`config.mk`:
```
export PLATFORM = sky130hd
export DESIGN_NAME = aiss_sequencer
export DESIGN_NICKNAME = d
export VERILOG_FILES = /design/src/core/aiss_sequencer.v
export VERILOG_INCLUDE_DIRS = /design/src /design/src/common
export SDC_FILE = /design/constraint.sdc
export NUM_CORES = 1
export LEC_CHECK = 0
export BUFFER_PORTS_ARGS = -buffer_cell sky130_fd_sc_hd__buf_2
export CAP_MARGIN = 20
export CORE_MARGIN = 10
export CORE_UTILIZATION = 30
export CTS_CLUSTER_DIAMETER = 80
export CTS_CLUSTER_SIZE = 20
export DETAILED_ROUTE_END_ITERATION = 6
export PLACE_DENSITY = 0.46
export SYNTH_ARGS = -nofsm -noshare
export SYNTH_HDL_FRONTEND = slang
export SYNTH_SLANG_ARGS = --single-unit
export TNS_END_PERCENT = 10
```
`constraint.sdc`:
```
create_clock -name core_clk -period 24.2 [get_ports core_clk]
set_clock_uncertainty 0.1 [all_clocks]
set_input_delay 3.63 -clock core_clk [delete_from_list [all_inputs] [get_ports core_clk]]
set_output_delay 3.63 -clock core_clk [all_outputs]
set_load 0.05 [all_outputs]
```
`src/common/aiss_consts.vh`:
```
`ifndef AISS_CONSTS_VH
`define AISS_CONSTS_VH
// Register offsets
`define AISS_REG_CHAN_COUNT 8'h01
`define AISS_REG_ORDER_LOW 8'h7d
`define AISS_REG_ORDER_MID 8'h7e
`define AISS_REG_ORDER_HIGH 8'h7f
// Default scan order word (0..7), count field and control reset
`define AISS_ORDER_DEFAULT 24'h8e_ac_78
`define AISS_CHAN_COUNT_DEFAULT 8'h00
// Field positions in channel_count_config
`define AISS_NCH_LSB 0
`define AISS_NCH_MSB 2
`define AISS_SINGLE_BIT 3
`define AISS_TWOS_BIT 4
`define AISS_RAND_BIT 5
`define AISS_POST_BIT 6
// Timing
`define AISS_BASE_LATENCY 28
`define AISS_POST_EXTRA 4
`define AISS_POR_WAIT 262144
`define AISS_CAL_CYCLES 64
`endif

```
`src/core/aiss_sequencer.v`:
```
`timescale 1ns/1ps
`include "aiss_consts.vh"

module aiss_sequencer #(
  parameter DATA_WIDTH = 12,
  parameter POR_WAIT = `AISS_POR_WAIT,
  parameter CAL_CYCLES = `AISS_CAL_CYCLES
) (
  // Clock and reset
  input wire core_clk,
  input wire reset,
  // Register port
  input wire reg_write,
  input wire [7:0] reg_addr,
  input wire [7:0] reg_wdata,
  output reg [7:0] reg_rdata,
  // Converter core
  input wire [DATA_WIDTH-1:0] core_sample,
  output reg [2:0] mux_select,
  output reg [2:0] sample_channel,
  output wire correction_enable,
  // Output stream
  output reg [DATA_WIDTH-1:0] out_data,
  output reg [2:0] out_channel,
  output reg out_valid,
  // Status
  output wire calibrating,
  output wire ready
);

  localparam ST_WAIT = 3'b001;
  localparam ST_CAL = 3'b010;
  localparam ST_RUN = 3'b100;
  localparam LAT = `AISS_BASE_LATENCY;
  localparam DEPTH = `AISS_BASE_LATENCY + `AISS_POST_EXTRA;
  // Terminal counts, cut to the counter width on purpose; the
  // counters hold waits of up to 2^19 cycles
  localparam integer POR_LAST_FULL = POR_WAIT - 1;
  localparam integer CAL_LAST_FULL = CAL_CYCLES - 1;
  localparam [18:0] POR_LAST = POR_LAST_FULL[18:0];
  localparam [18:0] CAL_LAST = CAL_LAST_FULL[18:0];

  reg [2:0] state;
  reg [18:0] por_count;
  reg [18:0] cal_count;
  reg [7:0] chan_count_config;
  reg [23:0] order_word;
  reg [2:0] slot;
  // Start-up sequence next values
  reg [2:0] next_state;
  reg [18:0] next_por_count;
  reg [18:0] next_cal_count;
  // Mux select next value
  reg [2:0] next_mux_select;
  // Latency tap, chosen by the post-processing bit
  reg [DATA_WIDTH-1:0] tap_data;
  reg [2:0] tap_chan;
  reg tap_valid;
  reg [DATA_WIDTH-1:0] data_pipe [0:DEPTH-1];
  reg [2:0] chan_pipe [0:DEPTH-1];
  reg [DEPTH-1:0] valid_pipe;
  reg [2:0] next_slot;
  reg [2:0] slot_input;
  reg [2:0] last_slot;
  reg [DATA_WIDTH-1:0] coded;
  integer i;

  wire running = (state == ST_RUN);
  wire single_mode = chan_count_config[`AISS_SINGLE_BIT];
  wire post_on = chan_count_config[`AISS_POST_BIT];
  wire [2:0] nch = chan_count_config[`AISS_NCH_MSB:`AISS_NCH_LSB];

  // Per-register write strobes; unmapped offsets match none of them
  wire wr_count = reg_write && (reg_addr == `AISS_REG_CHAN_COUNT);
  wire wr_low = reg_write && (reg_addr == `AISS_REG_ORDER_LOW);
  wire wr_mid = reg_write && (reg_addr == `AISS_REG_ORDER_MID);
  wire wr_high = reg_write && (reg_addr == `AISS_REG_ORDER_HIGH);

  // Status levels straight from the one-hot state
  assign calibrating = (state == ST_CAL);
  assign ready = running;
  // Correction active from calibration onward, never stops
  assign correction_enable = (state != ST_WAIT);

  // Slot k sits in an interleaved position of the order word: the
  // first four slots climb from the low end in steps of six bits,
  // the last four climb back down between them, so slot eight sits
  // in bits 5:3 right above slot one
  function [2:0] slot_field;
    input [23:0] w;
    input [2:0] k;
    begin
      case (k)
        3'h0: slot_field = w[2:0];
        3'h1: slot_field = w[8:6];
        3'h2: slot_field = w[14:12];
        3'h3: slot_field = w[20:18];
        3'h4: slot_field = w[23:21];
        3'h5: slot_field = w[17:15];
        3'h6: slot_field = w[11:9];
        default: slot_field = w[5:3];
      endcase
    end
  endfunction

  // Next values of the start-up sequence. Both counters stop once their
  // phase is over, so a long run never wraps back into calibration;
  // the only ways back to the wait are a reset and a broken one-hot code.
  always @* begin
    next_state = state;
    next_por_count = por_count;
    next_cal_count = cal_count;
    case (state)
      ST_WAIT: begin
        // Stabilisation wait after the supply is good
        next_por_count = por_count + 19'h1;
        if (por_count == POR_LAST) begin
          next_state = ST_CAL;
        end
      end
      ST_CAL: begin
        // Calibration, with correction already on
        next_cal_count = cal_count + 19'h1;
        if (cal_count == CAL_LAST) begin
          next_state = ST_RUN;
        end
      end
      ST_RUN: begin
        // Correction keeps running in the background
        next_state = ST_RUN;
      end
      default: begin
        // A broken one-hot code restarts the wait
        next_state = ST_WAIT;
        next_por_count = 19'h0;
        next_cal_count = 19'h0;
      end
    endcase
  end

  // Start-up state and counters
  always @(posedge core_clk or posedge reset) begin
    if (reset) begin
      state <= ST_WAIT;
      por_count <= 19'h0;
      cal_count <= 19'h0;
    end else begin
      state <= next_state;
      por_count <= next_por_count;
      cal_count <= next_cal_count;
    end
  end

  // Register writes; defaults hold until the host writes. Each order
  // byte lands alone, so a half-written word can repeat an input for
  // a while; the host should scan one input while it rewrites them.
  always @(posedge core_clk or posedge reset) begin
    if (reset) begin
      chan_count_config <= `AISS_CHAN_COUNT_DEFAULT;
      order_word <= `AISS_ORDER_DEFAULT;
    end else begin
      if (wr_count) begin
        chan_count_config <= reg_wdata;
      end
      if (wr_low) begin
        order_word[7:0] <= reg_wdata;
      end
      if (wr_mid) begin
        order_word[15:8] <= reg_wdata;
      end
      if (wr_high) begin
        order_word[23:16] <= reg_wdata;
      end
    end
  end

  // Read mux; unmapped offsets read as zero
  // Combinational, so a write shows right after the edge that takes it
  always @* begin
    case (reg_addr)
      `AISS_REG_CHAN_COUNT: reg_rdata = chan_count_config;
      `AISS_REG_ORDER_LOW: reg_rdata = order_word[7:0];
      `AISS_REG_ORDER_MID: reg_rdata = order_word[15:8];
      `AISS_REG_ORDER_HIGH: reg_rdata = order_word[23:16];
      default: reg_rdata = 8'h00;
    endcase
  end

  // Last slot index: code 000 is eight inputs, else code is count
  always @* begin
    last_slot = (nch == 3'h0) ? 3'h7 : nch - 3'h1;
    next_slot = (slot >= last_slot) ? 3'h0 : slot + 3'h1;
    slot_input = slot_field(order_word, slot);
  end

  // Mux choice for the next clock: single mode pins slot one, scan
  // mode follows the pointer; the mux is registered so the pick is
  // settled a full cycle before the sampling edge
  always @* begin
    if (single_mode) begin
      next_mux_select = slot_field(order_word, 3'h0);
    end else begin
      next_mux_select = slot_input;
    end
  end

  // Scan pointer and mux; single mode holds slot one
  always @(posedge core_clk or posedge reset) begin
    if (reset) begin
      slot <= 3'h0;
      mux_select <= 3'h0;
    end else begin
      mux_select <= next_mux_select;
      if (single_mode) begin
        slot <= 3'h0;
      end else begin
        slot <= next_slot;
      end
    end
  end

  // Output coding; core gives offset binary, MSB flip makes two's
  // Randomizing folds the LSB into the upper bits; the receiver undoes
  // it with the same xor, since the LSB itself passes unchanged
  always @* begin
    coded = core_sample;
    if (chan_count_config[`AISS_TWOS_BIT]) begin
      coded[DATA_WIDTH-1] = ~core_sample[DATA_WIDTH-1];
    end
    if (chan_count_config[`AISS_RAND_BIT]) begin
      coded[DATA_WIDTH-1:1] = coded[DATA_WIDTH-1:1] ^ {(DATA_WIDTH-1){coded[0]}};
    end
  end

  // Sample taken on the rising edge and pushed down the latency pipe
  // Storage is plain flip-flops; depth covers the longest tap, so the
  // short tap leaves the last stages idle when post-processing is off
  always @(posedge core_clk or posedge reset) begin
    if (reset) begin
      valid_pipe <= {DEPTH{1'b0}};
      sample_channel <= 3'h0;
      for (i = 0; i < DEPTH; i = i + 1) begin
        data_pipe[i] <= {DATA_WIDTH{1'b0}};
        chan_pipe[i] <= 3'h0;
      end
    end else begin
      sample_channel <= mux_select;
      data_pipe[0] <= coded;
      chan_pipe[0] <= mux_select;
      valid_pipe[0] <= running;
      for (i = 1; i < DEPTH; i = i + 1) begin
        data_pipe[i] <= data_pipe[i-1];
        chan_pipe[i] <= chan_pipe[i-1];
        valid_pipe[i] <= valid_pipe[i-1];
      end
    end
  end

  // Tap at 28 stages, or four deeper with post-processing enabled.
  // The tap moves at once on a mode change, so words around the
  // switch repeat or drop; the host should discard them.
  always @* begin
    if (post_on) begin
      tap_data = data_pipe[DEPTH-1];
      tap_chan = chan_pipe[DEPTH-1];
      tap_valid = valid_pipe[DEPTH-1];
    end else begin
      tap_data = data_pipe[LAT-1];
      tap_chan = chan_pipe[LAT-1];
      tap_valid = valid_pipe[LAT-1];
    end
  end

  // Output register; its edge is the last of the latency count
  always @(posedge core_clk or posedge reset) begin
    if (reset) begin
      out_data <= {DATA_WIDTH{1'b0}};
      out_channel <= 3'h0;
      out_valid <= 1'b0;
    end else begin
      out_data <= tap_data;
      out_channel <= tap_chan;
      out_valid <= tap_valid;
    end
  end

endmodule // aiss_sequencer

```
Yosys cells after proc, flatten, opt, wreduce, memory -nomap -nowiden
Cells that the tools add are included.

Output and inout bits: 33. Bits in registers: 607. Word-level logic and storage cells: 127.

Equality and inequality tests: 18. Add/sub/neg operators: 4. Magnitude comparators: 1. Muxes and demuxes: 16. Reductions and logical operators: 9. Bitwise gates (word level): 2.

Operators with widths (number): 19-bit one-hot mux with 2 select lines (2); 19-bit by 1-bit adder with 19-bit output (second input constant) (2); 8-bit one-hot mux with 4 select lines (1); 8-bit by 7-bit == test with 1-bit output (second input constant) (3); 3-bit 2-to-1 mux (7); 3-bit one-hot mux with 7 select lines (1); 19-bit by 18-bit == test with 1-bit output (second input constant) (1); 19-bit by 6-bit == test with 1-bit output (second input constant) (1); 3-bit == test (second input constant) (4); 12-bit 2-to-1 mux (1); 11-bit 2-to-1 mux (1); 11-bit bitwise XOR (1); 3-bit by 2-bit == test with 1-bit output (second input constant) (3); 3-bit one-hot mux with 3 select lines (1); 8-bit by 1-bit == test with 1-bit output (second input constant) (1); 3-bit by 1-bit == test with 1-bit output (second input constant) (2); 3-bit logical NOT (2); 1-bit logical AND (4); 2-bit OR reduction (2); 3-bit by 1-bit adder with 3-bit output (second input constant) (1); 3-bit >= comparator (1); 3-bit by 1-bit != test with 1-bit output (second input constant) (1); 3-bit by 1-bit subtractor with 3-bit output (second input constant) (1); 1-bit 2-to-1 mux (2); other kinds (4) (4).

Depth between registers and ports, before layout
Depth in word-level cells: 5. Mapped depth: 9.

Least setup slack after synthesis
No wires, ideal clock.

Path type: input -> output. Start: input reg_addr[3]. End: output reg_rdata[5]. Arrival: 5.681 ns. Data required time: 20.470 ns. Stages on the path: 4. Path slack: 14.789 ns. Cells stage by stage: or4_4 nor3_4 a22oi_1 o21ai_0.

Word-level cells in the longest chain between the ends: 2. Elaborated cells on any way between the ends: 5.

Ends and longest elaborated chain: from (decl) (line aiss_sequencer.v:14) `input wire [7:0] reg_addr,`; 8-bit by 7-bit == test with 1-bit output or 8-bit by 1-bit == test with 1-bit output (tied branches) (line aiss_sequencer.v:180) `case (reg_addr)`; 8-bit one-hot mux with 4 select lines (*) (line aiss_sequencer.v:180); to (decl) (line aiss_sequencer.v:16) `output reg [7:0] reg_rdata,`.

Every way passes the cells marked *; elsewhere a longest branch is shown, timed or not.

Worst setup path after layout
Start: input reg_addr[3]. End: output reg_rdata[6].

The elaborated chain is that of the path after synthesis.

==> results.yml <==
run_status:
  status: "finished clean"
power_and_ir_drop:
  sw_frac_of_total: 0.232
  power.total_uw: 1920
  internal_power_uw: 1470
  p_comb_frac: 0.059
  power.share.clock: 0.330
  powerDensity_nw_per_um2: 94.8
  seqPwrFrac: 0.610
  net-switching-power_uw: 444
  p_leak_uw: 0.00909
  ir_worst_vdd_mv: 0.0484
route:
  routed_wl_mm: 25.2
  ant_nets: 0
  routedWlPerCell_um: 13.5
  drt-vias-per-instance: 4.16
  drc: 0
  firstDrtPassIters: 5
  drtIter0Drc: 552
  num_vias: 7758
cts:
  cts_sinks: 607
  h-tree-depth: 2
  numCtsBuffers: 38
  hold_buffers: 0
  cts_tree: "done"
  ctsResizeCount: 0
  insertion_delay_ns: 0.57
  cts_root_buf: "clkbuf_16"
  post_cts_buffers: 0
  clk_pin_slew_ns: 0.08
  cts_max_path_buffers: 3
hold_path:
  whs_endpoint: "data_pipe[364]"
  hp-class: "reg -> reg"
  min_path_cells: 0
  holdCritStartpoint: "data_pipe[376]"
setup_path:
  reg2regPathDepth: 4
  cp.arrival_ns: 5.50
  cp.required_ns: 20.47
  cp_max_fo: 9
  end_kind: "output pin"
  r2r_start: "state[2]"
  r2r_slack_ns: 21.82
  cp-start-kind: "primary input"
  critPathKind: "in -> out"
  r2r_end: "cal_count[10]"
sta:
  max_freq_ghz: 0.108
  max_slew_margin: 0.335
  worstMarginPinSlew_ns: 0.997
  setup_tns_ns: 0
  layout_min_cycle_time_ns: 9.23
  slew_violations: 0
  setup_viol: 0
  rsz0062_at_grt: "no"
  hold_slack_ns: 0.239
  hold_viol: 0
  fin_crit_sh: 0.382
logic_synthesis:
  synth_area_leaders: "dfrtp_1, mux2_2, dfstp_2"
  ys.flop_type: "dfrtp_1"
  synth_seq_cells: 607
  avgSynthCellArea_sq_um: 17.9
  async_flop_share: 1.00
  syn_area_sq_um: 17800
  yosysUniqueCellTypes: 48
  syn-num-nets: 1037
  seq_area_frac_synth: 0.854
  netlist_top_cells_count: "dfrtp_1, o21ai_0, mux2_2"
  yosysTopAreaCell: "dfrtp_1"
  yosys_warnings: 0
  yosysMostFrequentCell: "dfrtp_1"
  netlist_instances: 994
  synth_top_area_frac: 0.835
  synth_edf_count: 0
floorplan:
  ios: 64
  die_w_um: 264
  dieArea_sq_um: 69500
  rows: 89
  start_util: 0.302
  die_h_um: 264
  core_sq_um: 58900
cells_and_area:
  fillers: 5574
  n_antenna_cell: 0
  multi_input_area_sq_um: 2420
  seq_area_sq_um: 15200
  nNetsFinal: 1124
  syn2layout_area_growth_pct: 13.5
  drive_above_1_share: 0.177
placed_design:
  gp_congestion: 0.824
  dpl.hpwl_mm: 14.3
  portBuffers: 63
global_routing:
  grt_max_degree: 192
  grt_pass1_wl_mm: 43.5
  grt_pass1_vias: 8262
  grtUsageTotal: 0.0745
  overflow: 0
  antenna_found_initial: 1
flow_run:
  drv_cap: 0
==> how the worst max path moves through the flow <==
stage                     cells past startpoint  slack [ns]            to   startpoint
after floorplan                               1        3.50  cal_count[0]        reset
after global placement                        7       15.01  reg_rdata[6]  reg_addr[3]
after detailed placement                      7       14.97  reg_rdata[6]  reg_addr[3]
after CTS                                     7       14.97  reg_rdata[6]  reg_addr[3]
after global routing                          7       14.82  reg_rdata[6]  reg_addr[3]
final                                         7       14.97  reg_rdata[6]  reg_addr[3]
==> through the flow <==
| step | setup WS [ns] | std cells | util | area (sq um) |
|---|---|---|---|---|
| floorplan | 3.50 | 994 | - | 17800 |
| global placement | 15.01 | 1812 | 0.323 | 19000 |
| detailed placement | 14.97 | 1812 | 0.323 | 19000 |
| CTS | 14.97 | 1865 | 0.342 | 20200 |
| global route | 14.82 | 1867 | 0.343 | 20200 |
| finish | 14.97 | 1867 | 0.343 | 20200 |
==> layout make-up <==
class                      instances  area share
sequential                       607       0.753
multi-input combinational        346       0.120
clock buffer                      44      0.0487
tap                              773      0.0479
timing repair buffer              73      0.0219
clock inverter                     9     0.00619
inverter                          15     0.00316
==> kinds of logic after synthesis <==
| group | count (synthesis) | share of synthesized area |
|---|---|---|
| xor gates and xnor gates | 24 | 0.0118 |
| adders and majority gates | 12 | 0.00844 |
| DFF | 607 | 0.854 |
| buffers and inverters | 41 | 0.00991 |
| muxes | 49 | 0.0310 |
| AOI/OAI and AO/OA | 114 | 0.0401 |
| and+or+nand+nor | 147 | 0.0445 |
==> flip-flops by register name, indices dropped and copies added (netlist names) <==
| register | cells |
|---|---|
| chan_pipe | 96 |
| order_word | 24 |
| chan_count_config | 8 |
| out_channel | 3 |
| out_valid | 1 |
| slot | 3 |
| cal_count | 19 |
| valid_pipe | 32 |
| mux_select | 3 |
| data_pipe | 384 |
| por_count | 19 |
| out_data | 12 |
| state | 3 |
==> critical path, stage by stage <==
cell and delay (ns):
buf_2 0.11, or4_4 0.54, nor3_4 0.44, a22oi_1 0.17
o21ai_0 0.19, a22o_1 0.16, buf_2 0.26
==> placed cells by master (no fill, tap or decap), types with 7 or more instances in the layout <==
cell type / synthesis / final
a21oi_1: 12 / 12
a22oi_1: 16 / 16
a31oi_1: 7 / 7
a32oi_1: 7 / 7
and3_1: 8 / 8
buf_2: 5 / 63
buf_4: 4 / 7
clkbuf_16: 0 / 38
dfrtp_1: 594 / 594
dfstp_2: 13 / 13
ha_1: 12 / 12
inv_1: 15 / 14
mux2_2: 49 / 49
nand2_1: 36 / 36
nand2b_1: 7 / 7
nand3_1: 14 / 14
nand4_1: 8 / 8
nor2_1: 30 / 30
nor3_1: 11 / 11
nor4_1: 7 / 7
o21ai_0: 51 / 51
xnor2_1: 20 / 20
==> metal layers <==
layer	wire length, um	vias to the layer above	track usage	part of all wire
li1	-	3494	-	-
met1	12000	4055	0.104	0.47
met2	11100	161	0.106	0.44
met3	1570	48	0.0252	0.062
met4	611	0	0.0255	0.024
met5	0	-	0	0
==> power by group through the flow <==
stage / clock network (uW) / registers, uW / logic (uW)
2_1_floorplan: 0 / 1200 / 68.7
3_3_place_gp: 0 / 1190 / 114
3_5_place_dp: 0 / 1190 / 116
4_1_cts: 671 / 1170 / 116
5_1_grt: 710 / 1180 / 128
6_report: 633 / 1170 / 113
Note: power is estimated with default switching activity, not from simulation.
